[config.mk]
export PLATFORM = sky130hd
export DESIGN_NAME = servo_status_pulse_out
export DESIGN_NICKNAME = d
export VERILOG_FILES = /design/src/servo_out_pkg.sv /design/src/quad_pulse_gen.sv /design/src/servo_status_pulse_out.sv
export VERILOG_INCLUDE_DIRS = /design/src
export SDC_FILE = /design/constraint.sdc
export NUM_CORES = 2
export LEC_CHECK = 0
export BUFFER_PORTS_ARGS = -buffer_cell sky130_fd_sc_hd__buf_2
export CAP_MARGIN = 20
export CORE_AREA = 5 5 503 505
export CTS_BUF_LIST = sky130_fd_sc_hd__clkbuf_16
export DETAILED_ROUTE_END_ITERATION = 8
export DIE_AREA = 0 0 508 510
export GPL_TIMING_DRIVEN = 0
export PLACE_DENSITY = 0.49
export SETUP_SLACK_MARGIN = 0.15
export SLEW_MARGIN = 20
export SYNTH_ARGS = -nofsm -noshare
export SYNTH_HDL_FRONTEND = slang
export SYNTH_HIERARCHICAL = 1
export SYNTH_SLANG_ARGS = --single-unit
[constraint.sdc]
create_clock -name i_clk -period 172.3 [get_ports i_clk]
set_clock_uncertainty 0.15 [all_clocks]
set_input_delay 17.23 -clock i_clk [delete_from_list [all_inputs] [get_ports i_clk]]
set_output_delay 17.23 -clock i_clk [all_outputs]
set_load 0.05 [all_outputs]
[src/servo_out_defines.svh]
/*
  constants for the servo status and pulse output block: register offsets,
  field positions, reset values, thresholds and timing figures.
  assumes a 25 mhz control clock and a byte-addressed 32-bit apb map.
*/
`ifndef SERVO_OUT_DEFINES_SVH
`define SERVO_OUT_DEFINES_SVH

// ----------------------------------------
// register offsets
// ----------------------------------------
`define REG_FLAG_SEL      8'h00
`define REG_SPEED_WIN     8'h04
`define REG_DIV_NUM       8'h08
`define REG_DIV_DEN       8'h0c
`define REG_PULSE_CFG     8'h10
`define REG_SCALE_ZINT    8'h14
`define REG_STATUS        8'h18

// ----------------------------------------
// field positions
// ----------------------------------------
`define SEL_ONE_LSB       0
`define SEL_TWO_LSB       8
`define CFG_REV_B_BIT     0
`define CFG_SRC_SCALE_BIT 1

// ----------------------------------------
// reset values
// ----------------------------------------
`define SEL_ONE_RST       4'h0
`define SEL_TWO_RST       4'h1
`define SPEED_WIN_RST     16'h0032
`define DIV_NUM_RST       16'h0001
`define DIV_DEN_RST       16'h0001
`define PULSE_CFG_RST     2'h0
`define SCALE_ZINT_RST    16'h0001

// ----------------------------------------
// thresholds
// ----------------------------------------
`define REGEN_WARN_PCT    8'h55
`define OVERLOAD_WARN_PCT 8'h55
`define BATTERY_LOW_MV    13'h0c80
`define SCALE_HOT_DEGC    8'h41

// ----------------------------------------
// timing
// ----------------------------------------
`define CLK_KHZ           25000
`define FAN_LOCK_MS       1000
`define PULSE_MAX_KPPS    4000
`define ENC_COUNTS_REV    10000

`endif

[src/servo_out_pkg.sv]
/*
  types for the servo status and pulse output block.
  assumes the constants header is compiled alongside.
*/
package servo_out_pkg;

  typedef enum logic [3:0] {
    SEL_TORQUE_LIMIT = 4'h0,
    SEL_ZERO_SPEED   = 4'h1,
    SEL_ALARM_ANY    = 4'h2,
    SEL_REGEN        = 4'h3,
    SEL_OVERLOAD     = 4'h4,
    SEL_BATTERY      = 4'h5,
    SEL_FAN_LOCK     = 4'h6,
    SEL_EXT_SCALE    = 4'h7,
    SEL_IN_SPEED     = 4'h8
  } flag_sel_t;

  typedef struct packed {
    logic [7:0]  paddr;
    logic        pwrite;
    logic [31:0] pwdata;
    logic        psel;
    logic        penable;
  } apb_req_t;

  typedef struct packed {
    logic               torque_in_limit;
    logic signed [15:0] motor_speed;
    logic signed [15:0] speed_cmd_pre;
    logic [7:0]         regen_load_pct;
    logic [7:0]         overload_pct;
    logic [12:0]        battery_mv;
    logic               fan_stalled;
    logic [7:0]         scale_temp_c;
    logic               scale_signal_low;
    logic               full_closed;
    logic               vel_or_torque;
  } drive_cond_t;

  typedef struct packed {
    logic step;
    logic dir;
    logic index;
  } count_src_t;

endpackage

[src/quad_pulse_gen.sv]
/*
  fractional divider and paced quadrature generator.
  assumes one input count per i_step pulse on the same clock.
*/
`timescale 1ns/1ns
`default_nettype none

module quad_pulse_gen #(
  parameter int W   = 16,
  parameter int GAP = 7
) (
  input  wire logic         i_clk,
  input  wire logic         i_rst,
  input  wire logic         i_step,
  input  wire logic         i_dir,
  input  wire logic [W-1:0] i_num,
  input  wire logic [W-1:0] i_den,
  input  wire logic         i_rev_b,
  output logic              o_a,
  output logic              o_b,
  output logic              o_fire,
  output logic              o_a_rise,
  output logic              o_a_fall
);

  logic [W-1:0]      num_eff;
  logic [W:0]        acc_q;
  logic [W:0]        sum;
  logic              ovf;
  logic signed [3:0] pend_q;
  logic signed [4:0] pend_nx;
  logic [1:0]        cnt_q;
  logic [7:0]        gap_q;
  logic              fire;
  logic              up;

  // ----------------------------------------
  // accumulate numerator against denominator
  // ----------------------------------------
  assign num_eff = (i_num > i_den) ? i_den : i_num;
  assign sum     = acc_q + {1'b0, num_eff};
  assign ovf     = i_step && (i_den != '0) && (sum >= {1'b0, i_den});

  always_ff @(posedge i_clk)
  begin
    if (i_rst)
      acc_q <= '0;
    else if (i_step && (i_den != '0))
      acc_q <= ovf ? (sum - {1'b0, i_den}) : sum;
  end

  // ----------------------------------------
  // pending edges and rate pacing
  // ----------------------------------------
  assign up   = !pend_q[3];
  assign fire = (pend_q != 4'sh0) && (gap_q == 8'h00);

  always_comb
  begin
    pend_nx = 5'(pend_q);
    if (ovf)
      pend_nx = i_dir ? (pend_nx + 5'sh01) : (pend_nx - 5'sh01);
    if (fire)
      pend_nx = up ? (pend_nx - 5'sh01) : (pend_nx + 5'sh01);
  end

  always_ff @(posedge i_clk)
  begin
    if (i_rst)
      pend_q <= 4'sh0;
    else if (pend_nx > 5'sh07)
      pend_q <= 4'sh7;
    else if (pend_nx < -5'sh07)
      pend_q <= -4'sh7;
    else
      pend_q <= pend_nx[3:0];
  end

  always_ff @(posedge i_clk)
  begin
    if (i_rst)
      gap_q <= 8'h00;
    else if (fire)
      gap_q <= 8'(GAP - 1);
    else if (gap_q != 8'h00)
      gap_q <= gap_q - 8'h01;
  end

  always_ff @(posedge i_clk)
  begin
    if (i_rst)
      cnt_q <= 2'h0;
    else if (fire)
      cnt_q <= up ? (cnt_q + 2'h1) : (cnt_q - 2'h1);
  end

  assign o_a      = cnt_q[1];
  assign o_b      = cnt_q[1] ^ cnt_q[0] ^ i_rev_b;
  assign o_fire   = fire;
  assign o_a_rise = fire && (up ? (cnt_q == 2'h1) : (cnt_q == 2'h0));
  assign o_a_fall = fire && (up ? (cnt_q == 2'h3) : (cnt_q == 2'h2));

  // ----------------------------------------
  // checks
  // ----------------------------------------
  chk_edge_spacing: assert property (
    @(posedge i_clk) disable iff (i_rst) fire |=> !fire [*6])
    else $error("quadrature edges closer than the rate limit");

  chk_ovf_queues: assert property (
    @(posedge i_clk) disable iff (i_rst)
    ovf && i_dir && !fire && (pend_q < 4'sh6) && !pend_q[3]
    |=> pend_q == $past(pend_q) + 4'sh1)
    else $error("divider overflow did not queue an edge");

endmodule

`default_nettype wire

[src/servo_status_pulse_out.sv]
/*
  servo drive status flag outputs and divided quadrature pulse output,
  with an apb register slave.
  assumes condition inputs and count sources come from logic on i_clk.
*/
// The implementer's own choices: the register addresses and the APB interface to the registers.
// Function
// - selector 0 drives torque in-limit
// - selector 1: speed below window
// - selector 2: any of five alarms
// - selector 3: regenerative load warning level
// - selector 4: load above 85 percent
// - selector 5: battery below 3.2 volts
// - selector 6: fan stalled over 1s
// - selector 7: scale hot or weak, full-closed
// - selector 8: speed matches command, vel/torque
// - emit divided a, b, z outputs
// - numerator and denominator set ratio
// - reversal picks b phase and source
// - scale index spaced by interval setting
// - pulse rate capped at 4 mpps
// - index also on open-collector pin
// - multiple-of-four resolution, encoder source only: z aligned to a
// - otherwise z one count wide
`timescale 1ns/1ns
`default_nettype none
`include "servo_out_defines.svh"

module servo_status_pulse_out #(
  parameter int unsigned ENC_COUNTS   = `ENC_COUNTS_REV,
  parameter int unsigned FAN_LOCK_CYC = `FAN_LOCK_MS * `CLK_KHZ
) (
  input  wire logic                       i_clk,
  input  wire logic                       i_rst,
  input  wire servo_out_pkg::apb_req_t    i_apb,
  output logic [31:0]                     o_prdata,
  output logic                            o_pready,
  output logic                            o_pslverr,
  input  wire servo_out_pkg::drive_cond_t i_cond,
  input  wire servo_out_pkg::count_src_t  i_enc,
  input  wire servo_out_pkg::count_src_t  i_scale,
  output logic                            o_torque_limit_flag_out,
  output logic                            o_zero_speed_out,
  output logic                            o_quad_out_phase_a,
  output logic                            o_quad_out_phase_b,
  output logic                            o_index_out_diff,
  input  wire logic                       i_index_out_open_collector,
  output logic                            o_index_out_open_collector,
  output logic                            o_index_out_open_collector_oe
);

  localparam int GAP_CYC = (`CLK_KHZ + `PULSE_MAX_KPPS - 1) / `PULSE_MAX_KPPS;
  localparam int FW      = $clog2(FAN_LOCK_CYC + 1);

  servo_out_pkg::flag_sel_t flag_out_one_select_q;
  servo_out_pkg::flag_sel_t flag_out_two_select_q;
  logic [15:0]              speed_window_setting_q;
  logic [15:0]              pulse_div_numerator_q;
  logic [15:0]              pulse_div_denominator_q;
  logic [1:0]               pulse_logic_reversal_q;
  logic [15:0]              scale_index_interval_q;

  logic          ready_q;
  logic          acc_phase;
  logic          do_wr;
  logic          hit;
  logic [31:0]   rd_data;
  logic [FW-1:0] fan_cnt_q;
  logic          fan_lock;
  logic [16:0]   speed_mag;
  logic [16:0]   slip_mag;
  logic [8:0]    cond_vec;
  logic [8:0]    cond_q;
  logic          aligned_q;
  logic          src_scale;
  logic          step;
  logic          dir;
  logic [15:0]   zcnt_q;
  logic          scale_z_evt;
  logic          idx_evt;
  logic          aligned;
  logic          z_req_q;
  logic          z_q;
  logic          qa;
  logic          qb;
  logic          a_rise;
  logic          a_fall;
  logic          oc_meta_q;
  logic          oc_sync_q;

  // ----------------------------------------
  // helpers
  // ----------------------------------------
  function automatic logic [16:0] mag(input logic signed [16:0] v);
    mag = v[16] ? 17'(-v) : 17'(v);
  endfunction

  function automatic logic pick(input servo_out_pkg::flag_sel_t s, input logic [8:0] c);
    pick = (s <= servo_out_pkg::SEL_IN_SPEED) ? c[s] : 1'b0;
  endfunction

  function automatic logic mult_of_four(input logic [15:0] n, input logic [15:0] d);
    logic [47:0] p;
    logic [17:0] d4;
    p  = 48'(ENC_COUNTS) * 48'(n);
    d4 = {d, 2'h0};
    mult_of_four = (d != 16'h0000) && ((p % 48'(d4)) == 48'h0);
  endfunction

  // ----------------------------------------
  // apb slave
  // ----------------------------------------
  assign acc_phase = i_apb.psel && i_apb.penable;
  assign do_wr     = acc_phase && ready_q && i_apb.pwrite;

  always_comb
  begin
    hit     = 1'b1;
    rd_data = 32'h0000_0000;
    case (i_apb.paddr)
      `REG_FLAG_SEL:
        rd_data = {20'h00000, 4'(flag_out_two_select_q), 4'h0, 4'(flag_out_one_select_q)};
      `REG_SPEED_WIN:
        rd_data = {16'h0000, speed_window_setting_q};
      `REG_DIV_NUM:
        rd_data = {16'h0000, pulse_div_numerator_q};
      `REG_DIV_DEN:
        rd_data = {16'h0000, pulse_div_denominator_q};
      `REG_PULSE_CFG:
        rd_data = {30'h00000000, pulse_logic_reversal_q};
      `REG_SCALE_ZINT:
        rd_data = {16'h0000, scale_index_interval_q};
      `REG_STATUS:
        rd_data = {19'h00000, oc_sync_q, aligned_q, cond_q,
                   o_zero_speed_out, o_torque_limit_flag_out};
      default:
        hit = 1'b0;
    endcase
  end

  always_ff @(posedge i_clk)
  begin
    if (i_rst)
      ready_q <= 1'b0;
    else
      ready_q <= acc_phase && !ready_q;
  end

  always_ff @(posedge i_clk)
  begin
    if (i_rst)
    begin
      o_prdata  <= 32'h0000_0000;
      o_pslverr <= 1'b0;
    end
    else if (acc_phase && !ready_q)
    begin
      o_prdata  <= i_apb.pwrite ? 32'h0000_0000 : rd_data;
      o_pslverr <= !hit;
    end
    else
    begin
      o_prdata  <= 32'h0000_0000;
      o_pslverr <= 1'b0;
    end
  end

  assign o_pready = ready_q;

  // ----------------------------------------
  // configuration registers
  // ----------------------------------------
  always_ff @(posedge i_clk)
  begin
    if (i_rst)
    begin
      flag_out_one_select_q   <= servo_out_pkg::flag_sel_t'(`SEL_ONE_RST);
      flag_out_two_select_q   <= servo_out_pkg::flag_sel_t'(`SEL_TWO_RST);
      speed_window_setting_q  <= `SPEED_WIN_RST;
      pulse_div_numerator_q   <= `DIV_NUM_RST;
      pulse_div_denominator_q <= `DIV_DEN_RST;
      pulse_logic_reversal_q  <= `PULSE_CFG_RST;
      scale_index_interval_q  <= `SCALE_ZINT_RST;
    end
    else if (do_wr)
    begin
      case (i_apb.paddr)
        `REG_FLAG_SEL:
        begin
          flag_out_one_select_q <= servo_out_pkg::flag_sel_t'(i_apb.pwdata[`SEL_ONE_LSB +: 4]);
          flag_out_two_select_q <= servo_out_pkg::flag_sel_t'(i_apb.pwdata[`SEL_TWO_LSB +: 4]);
        end
        `REG_SPEED_WIN:
          speed_window_setting_q <= i_apb.pwdata[15:0];
        `REG_DIV_NUM:
          pulse_div_numerator_q <= i_apb.pwdata[15:0];
        `REG_DIV_DEN:
          pulse_div_denominator_q <= i_apb.pwdata[15:0];
        `REG_PULSE_CFG:
          pulse_logic_reversal_q <= i_apb.pwdata[1:0];
        `REG_SCALE_ZINT:
          scale_index_interval_q <= i_apb.pwdata[15:0];
        default:
          ;
      endcase
    end
  end

  // ----------------------------------------
  // status conditions
  // ----------------------------------------
  always_ff @(posedge i_clk)
  begin
    if (i_rst || !i_cond.fan_stalled)
      fan_cnt_q <= '0;
    else if (fan_cnt_q != FW'(FAN_LOCK_CYC))
      fan_cnt_q <= fan_cnt_q + FW'(1);
  end

  assign fan_lock  = (fan_cnt_q == FW'(FAN_LOCK_CYC));
  assign speed_mag = mag(17'(i_cond.motor_speed));
  assign slip_mag  = mag(17'(i_cond.motor_speed) - 17'(i_cond.speed_cmd_pre));

  always_comb
  begin
    cond_vec    = 9'h000;
    cond_vec[0] = i_cond.torque_in_limit;
    cond_vec[1] = speed_mag < {1'b0, speed_window_setting_q};
    cond_vec[3] = i_cond.regen_load_pct >= `REGEN_WARN_PCT;
    cond_vec[4] = i_cond.overload_pct > `OVERLOAD_WARN_PCT;
    cond_vec[5] = i_cond.battery_mv < `BATTERY_LOW_MV;
    cond_vec[6] = fan_lock;
    cond_vec[7] = i_cond.full_closed &&
                  ((i_cond.scale_temp_c > `SCALE_HOT_DEGC) || i_cond.scale_signal_low);
    cond_vec[8] = i_cond.vel_or_torque && (slip_mag <= {1'b0, speed_window_setting_q});
    cond_vec[2] = |cond_vec[7:3];
  end

  always_ff @(posedge i_clk)
  begin
    if (i_rst)
    begin
      o_torque_limit_flag_out <= 1'b0;
      o_zero_speed_out        <= 1'b0;
      cond_q                  <= 9'h000;
    end
    else
    begin
      o_torque_limit_flag_out <= pick(flag_out_one_select_q, cond_vec);
      o_zero_speed_out        <= pick(flag_out_two_select_q, cond_vec);
      cond_q                  <= cond_vec;
    end
  end

  // ----------------------------------------
  // pulse source and divider
  // ----------------------------------------
  assign src_scale = pulse_logic_reversal_q[`CFG_SRC_SCALE_BIT];
  assign step      = src_scale ? i_scale.step : i_enc.step;
  assign dir       = src_scale ? i_scale.dir : i_enc.dir;

  quad_pulse_gen #(
    .W   (16),
    .GAP (GAP_CYC)
  ) u_quad (
    .i_clk    (i_clk),
    .i_rst    (i_rst),
    .i_step   (step),
    .i_dir    (dir),
    .i_num    (pulse_div_numerator_q),
    .i_den    (pulse_div_denominator_q),
    .i_rev_b  (pulse_logic_reversal_q[`CFG_REV_B_BIT]),
    .o_a      (qa),
    .o_b      (qb),
    .o_fire   (),
    .o_a_rise (a_rise),
    .o_a_fall (a_fall)
  );

  // ----------------------------------------
  // index generation
  // ----------------------------------------
  assign scale_z_evt = i_scale.index && ((zcnt_q + 16'h0001) >= scale_index_interval_q);
  assign idx_evt     = src_scale ? scale_z_evt : i_enc.index;
  assign aligned     = !src_scale && aligned_q;

  always_ff @(posedge i_clk)
  begin
    if (i_rst)
      zcnt_q <= 16'h0000;
    else if (scale_z_evt)
      zcnt_q <= 16'h0000;
    else if (i_scale.index)
      zcnt_q <= zcnt_q + 16'h0001;
  end

  always_ff @(posedge i_clk)
  begin
    if (i_rst)
      aligned_q <= 1'b0;
    else
      aligned_q <= mult_of_four(pulse_div_numerator_q, pulse_div_denominator_q);
  end

  always_ff @(posedge i_clk)
  begin
    if (i_rst)
      z_req_q <= 1'b0;
    else if (idx_evt && aligned)
      z_req_q <= 1'b1;
    else if (a_rise || !aligned)
      z_req_q <= 1'b0;
  end

  always_ff @(posedge i_clk)
  begin
    if (i_rst)
      z_q <= 1'b0;
    else if (aligned)
    begin
      if (z_req_q && a_rise)
        z_q <= 1'b1;
      else if (a_fall)
        z_q <= 1'b0;
    end
    else if (idx_evt)
      z_q <= 1'b1;
    else if (step)
      z_q <= 1'b0;
  end

  // ----------------------------------------
  // output pins
  // ----------------------------------------
  always_ff @(posedge i_clk)
  begin
    if (i_rst)
    begin
      o_quad_out_phase_a            <= 1'b0;
      o_quad_out_phase_b            <= 1'b0;
      o_index_out_diff              <= 1'b0;
      o_index_out_open_collector    <= 1'b0;
      o_index_out_open_collector_oe <= 1'b0;
    end
    else
    begin
      o_quad_out_phase_a            <= qa;
      o_quad_out_phase_b            <= qb;
      o_index_out_diff              <= z_q;
      o_index_out_open_collector    <= 1'b0;
      o_index_out_open_collector_oe <= z_q;
    end
  end

  always_ff @(posedge i_clk)
  begin
    if (i_rst)
    begin
      oc_meta_q <= 1'b0;
      oc_sync_q <= 1'b0;
    end
    else
    begin
      oc_meta_q <= i_index_out_open_collector;
      oc_sync_q <= oc_meta_q;
    end
  end

  // ----------------------------------------
  // checks
  // ----------------------------------------
  chk_flag_torque_limit: assert property (
    @(posedge i_clk) disable iff (i_rst)
    flag_out_one_select_q == servo_out_pkg::SEL_TORQUE_LIMIT
    |=> o_torque_limit_flag_out == $past(i_cond.torque_in_limit))
    else $error("torque flag does not follow torque in-limit");

  chk_flag_zero_speed: assert property (
    @(posedge i_clk) disable iff (i_rst)
    flag_out_two_select_q == servo_out_pkg::SEL_ZERO_SPEED
    |=> o_zero_speed_out == ($past(speed_mag) < {1'b0, $past(speed_window_setting_q)}))
    else $error("zero speed flag wrong");

  chk_alarm_any_quiet: assert property (
    @(posedge i_clk) disable iff (i_rst)
    flag_out_one_select_q == servo_out_pkg::SEL_ALARM_ANY && cond_vec[7:3] == 5'h00
    |=> !o_torque_limit_flag_out)
    else $error("alarm flag set with no alarm active");

  chk_overload_level: assert property (
    @(posedge i_clk) disable iff (i_rst)
    flag_out_two_select_q == servo_out_pkg::SEL_OVERLOAD && i_cond.overload_pct > 8'h55
    |=> o_zero_speed_out)
    else $error("overload flag missed");

  chk_battery_low: assert property (
    @(posedge i_clk) disable iff (i_rst)
    flag_out_one_select_q == servo_out_pkg::SEL_BATTERY
    |=> o_torque_limit_flag_out == ($past(i_cond.battery_mv) < 13'h0c80))
    else $error("battery flag wrong");

  chk_fan_clear: assert property (
    @(posedge i_clk) disable iff (i_rst)
    !i_cond.fan_stalled |=> !fan_lock && fan_cnt_q == '0)
    else $error("fan lock held without stall");

  chk_scale_mode: assert property (
    @(posedge i_clk) disable iff (i_rst)
    flag_out_two_select_q == servo_out_pkg::SEL_EXT_SCALE && !i_cond.full_closed
    |=> !o_zero_speed_out)
    else $error("scale flag outside full-closed control");

  chk_in_speed_mode: assert property (
    @(posedge i_clk) disable iff (i_rst)
    flag_out_one_select_q == servo_out_pkg::SEL_IN_SPEED && !i_cond.vel_or_torque
    |=> !o_torque_limit_flag_out)
    else $error("in-speed flag outside velocity or torque control");

  chk_index_narrow: assert property (
    @(posedge i_clk) disable iff (i_rst)
    !aligned && idx_evt |=> ##1 o_index_out_diff)
    else $error("narrow index pulse missing");

  chk_index_mirror: assert property (
    @(posedge i_clk) disable iff (i_rst)
    o_index_out_open_collector_oe == o_index_out_diff)
    else $error("open-collector index differs from differential index");

  chk_apb_answer: assert property (
    @(posedge i_clk) disable iff (i_rst)
    acc_phase && !ready_q |=> o_pready ##1 !o_pready)
    else $error("apb answer not one wait state");

endmodule

`default_nettype wire

; ---- Word level (Yosys, flattened, before mapping)
; Cells that the tools add are included.
; W data, S select, Z words.
[classes]
n_addsub = 14
n_mul = 1
div = 1
magnitude_cmp = 15
eq_ne = 12
n_mux = 31
bitwise_logic = 5
reduce_logical = 50
[ops]
columns = operator, n
row1 = $pmux W16 S7, 1
row2 = $mux W17, 3
row3 = $logic_not A48 Y1, 1
row4 = $mod A30 B18 Y48, 1
row5 = $mul A10 B16 Y26 const A, 1
row6 = $add A25 B1 Y25 const B, 1
row7 = $eq A25 B25 Y1 const B, 1
row8 = $ne A25 B25 Y1 const B, 1
row9 = $eq A8 B5 Y1 const B, 3
row10 = $mux W5, 4
row11 = $add A17 B16 Y17, 1
row12 = $ge A17 B16 Y1, 1
row13 = $le A17 B16 Y1, 1
row14 = $lt A17 B16 Y1, 1
row15 = $neg A16 Y17, 1
row16 = $neg A17 Y17, 1
row17 = $sub A16 B16 Y17, 1
row18 = $sub A17 B16 Y17, 1
row19 = $add A16 B1 Y16 const B, 1
row20 = $eq A8 B4 Y1 const B, 2
row21 = $ge A16 B16 Y1, 1
row22 = $gt A16 B16 Y1, 1
row23 = $gt A8 B7 Y1 const B, 2
row24 = $logic_and A1 B1 Y1, 16
row25 = 39 further kinds, 81
[totals]
reg_bits = 199
input_bits = 126
out_inout_bits = 41
elab_cells = 158

; ---- Longest topological paths before layout
[depth]
depth_word = 12
depth_mapped = 958
ltp_nobuf = 858

; ---- Modules after synthesis
; The synthesis kept the hierarchy.
[modules_own_cells]
columns = mod, instances, cells_each, area_per_inst_um2, seq_area_each_um2
row1 = servo_status_pulse_out, 1, 8229, 57646.5, 3042.9
row2 = quad_pulse_gen, 1, 503, 4097.7, 620.6

; ---- Least setup slack after synthesis
; No wires, ideal clock.
[synth_path]
path_type = reg-to-reg
startpoint = reg pulse_div_numerator_q[4]
endpoint = reg aligned_q
setup_ps = 87
t_arrival_ps = 175951
t_required_ps = 172063
setup_slack_ps = -3888
stages_incl_launch_ff = 935
n_path_buf = 113
period_less_slack_ps = 176188
cell_sequence = dfxtp_1 > inv_1 > fa_1 > inv_1 > ha_1 > inv_1 > fa_1 > inv_1 > ha_1 > inv_1 > fa_1 > inv_1 > ha_1 > buf_2 > o211a_1 > a21bo_1 > a21boi_1 > o21ai_0 > [... 899 more ...] > nand2_1 > a21oi_1 > o21ai_0 > nand2_1 > and2_1 > o21ai_0 > nand2b_1 > a21oi_1 > nor2b_1 > o21ai_0 > nand2b_1 > a2111o_1 > nor3_1 > nand3_1 > nor4b_1 > xor2_1 > a2111oi_0 > nor4b_2
[synth_between]
elab_chain_cells = 4
[synth_lines]
columns = element, line
row1 = start: declaration, servo_status_pulse_out.sv:58  ; logic [15:0] pulse_div_numerator_q;
row2 = start signal: assignment, servo_status_pulse_out.sv:180  ; pulse_div_numerator_q <= `DIV_NUM_RST;
row3 = start signal: assignment, servo_status_pulse_out.sv:196  ; pulse_div_numerator_q <= i_apb.pwdata[15:0];
row4 = $mul A10 B16 Y26, servo_status_pulse_out.sv:105  ; p = 48'(ENC_COUNTS) * 48'(n);
row5 = $mod A30 B18 Y48, servo_status_pulse_out.sv:107  ; mult_of_four = (d != 16'h0000) && ((p % 48'(d4)) == 48'h0);
row6 = $logic_not A48 Y1, servo_status_pulse_out.sv:107
row7 = $logic_and A1 B1 Y1, servo_status_pulse_out.sv:107
row8 = end signal: assignment, servo_status_pulse_out.sv:302  ; aligned_q <= mult_of_four(pulse_div_numerator_q, pulse_div_denominator_q);
row9 = end: declaration, servo_status_pulse_out.sv:74  ; logic aligned_q;
; Every way passes these cells.
; A chain may end at the register's enable or synchronous reset.

==> results_dict.tcl <==
set metrics [dict create \
    start_util_pct 24.9 \
    synth_xor_area_share_pct 7.94 \
    synth_most_common_cell "nor2_1" \
    grt_pass1_wl_um 353000 \
    syn2layout_area_growth_pct 23.1 \
    syn_inst 8732 \
    worstPathRequired_ns 172.42 \
    hold_viol 0 \
    antenna_found_initial 9 \
    final_cells 12810 \
    synth_top_area_share_pct 16.6 \
    grt_overflow_total 0 \
    crit_top_cell "o21a_1" \
    fillers 26816 \
    yosys_warnings 6 \
    synth-compound-area-share_pct 30.4 \
    setup_viol 0 \
    cp-start-kind "flop" \
    grt_start_max_net_pins 47 \
    clk_path_buf_depth 2 \
    synth_top_cell_by_area "ha_1" \
    grt_pass1_vias 64661 \
    synth_top_family_by_area "compound AO/OA/AOI/OAI gates" \
    hpwl_um 180000 \
    period_share_pct 97.8 \
    hold_path_class "flop to flop" \
    cts_root_buffer "clkbuf_16" \
    status "finished, final reports clean" \
    ys_top_cells_by_count "910 x nor2_1, 818 x ha_1, 750 x nand2_1" \
    cpPeakStageDelay_ns 0.70 \
    die_h_um 510 \
    wl_per_cell_um 17.9 \
    tightest_slew_ns 1.07 \
    holdBufCountCts 0 \
    port_buffers 124 \
    drt-total-wl_um 230000 \
    rsz0062_at_grt "yes" \
    die_width_um 508 \
    vias_per_cell 5.43 \
    multi_input_area_um2 58400 \
    avgSynthCellArea_um2 7.07 \
    cts_tree "yes" \
    clock_latency_ns 0.45 \
    slowest_stage "nor4b_4" \
    finalCriticalPeriod_ns 168.45 \
    synthArstFlopShare_pct 0 \
    drcViolationCount 0 \
    synthTopCellsByArea "ha_1 17%, dfxtp_1 5.9%, a21oi_1 5.6%" \
    finalMaxSlewViolations 0 \
    synthAdderAreaFrac_pct 18.0 \
    seqCellArea_um2 3700 \
    cp-end-kind "flop" \
    numCtsBuffers 17 \
    num_vias 69561 \
    finalWeightedCongestion 0.903 \
    ioPinCount 167 \
    clock_sinks 183 \
    ys_seq_area_share_pct 5.93 \
    cap_violations 0 \
    crit_arrival_ns 168.57 \
    placementRows 183 \
    max-slew-margin-rel_pct 28.2 \
    ant_nets 0 \
    die_area_um2 259000 \
    setup_tns_ns 0 \
    max_freq_ghz 0.00594 \
    design.core.area_um2 248000 \
    synth-seq-cells 183 \
    synth_edf_count 0 \
    grtUsageTotal_pct 16.4 \
    dr.pass1.iters 6 \
    crit_type "flop to flop" \
    placed_cells 12226 \
    worst_hold_slack_ns 0.313 \
    drive_gt1_share_pct 19.8 \
    drtIter0Drc 4854 \
    num-nets-final 10449 \
    crit_fanout 10 \
    clkTransAtPathRegs_ns 0.08 \
    yosys.area_share.simple_pct 29.3 \
    synth_cell_types 160 \
    synth_area_um2 61700 \
    synth-main-ff-cell "dfxtp_1" \
    final_util_pct 30.7 \
    muxShareOfSynthArea_pct 3.86 \
    cts_max_level 4 \
]
-- registers in the layout, summed over array words and instances (netlist names), 8 cells and up --
register / count
scale_index_interval_q: 16
o_prdata: 16
pulse_div_denominator_q: 16
zcnt_q: 16
speed_window_setting_q: 16
cond_q: 9
u_quad/acc_q: 17
fan_cnt_q: 25
u_quad/gap_q: 8
pulse_div_numerator_q: 16
-- kinds of logic (layout without fill, tap and decap cells) --
group,after synthesis,count (layout)
simple gates,3531,3531
compound gates,2689,2689
fa+ha+maj,865,865
buf+inv,692,1412
xor+xnor,555,555
mux,216,216
flops,183,183
other cells,1,29
-- layout make-up --
cell class | instances | area share [%]
Antenna cell | 3 | 0.00988
Buffer | 297 | 3.18
Clock buffer | 17 | 0.560
Clock inverter | 15 | 0.216
Inverter | 394 | 2.03
Multi-Input combinational cell | 7882 | 76.9
Sequential cell | 183 | 4.87
Tap cell | 3330 | 5.48
Timing Repair Buffer | 689 | 6.78
-- per-stage QoR --
step,cell area [um2],worst slack [ns]
after floorplan,61900,0.214
after global placement,66700,-32.62
after detailed placement,67100,-34.43
after CTS,71900,0.168
after global routing,76000,-4.54
final,76000,3.85
-- final timing paths --
path	cells past startpoint	from	slack, ns	end
min reg2reg	1	oc_meta_q	0.31	oc_sync_q
max	892	pulse_div_numerator_q[5]	3.85	aligned_q
min	1	oc_meta_q	0.31	oc_sync_q
max reg2reg	962	pulse_div_numerator_q[5]	3.85	aligned_q
-- metal layers --
| layer | share of wire, % | track usage [%] | vias to the layer above |
|---|---|---|---|
| li1 | - | - | 34168 |
| met1 | 48 | 22.9 | 33127 |
| met2 | 45 | 27.5 | 1945 |
| met3 | 4.8 | 1.46 | 315 |
| met4 | 2.2 | 3.10 | 6 |
| met5 | 0.012 | 0 | - |
-- cells in the final DEF (no fill, tap or decap), types with 61 or more instances in the layout --
master and count:
nor2_1 835, ha_1 781, nand2_1 738, buf_4 597, a21oi_1 584, nor3_1 524, o21a_1 446, inv_1 357
xnor2_1 313, o21ai_0 266, xor2_1 235, nand3_1 199, dfxtp_1 171, a21o_1 168, o31ai_1 163, buf_2 154
nand4_1 145, or2_2 140, mux2_2 115, nand2b_1 101, nor2b_1 89, a21oi_2 87, or3_1 85, o211ai_1 81
clkbuf_1 80, mux2i_1 78, and3_1 71, and2_1 71, a31oi_1 68, nor4_1 64, o21ai_1 61
-- worst max-delay path: cells and delay by family (launching register included) --
kind,cells,cell delay [ns]
AO/OA/AOI/OAI,440,83.24
XOR/XNOR,3,0.57
adder cells (fa/ha/maj),50,14.46
buffers and inverters,209,25.17
flip-flops,1,0.37
multiplexers,9,2.70
AND/OR/NAND/NOR,181,29.31
-- timing repair --
item | in CTS | in global routing
pin swaps | 131 | 389
cloned | 2 | 2
resized for setup | 629 | 443
setup buffers | 236 | 310
setup endpoints to repair | 1 | 1
Power is left out: the tool's default activity adds up to more than one toggle a clock period on the data nets, which glitch-free logic cannot reach.
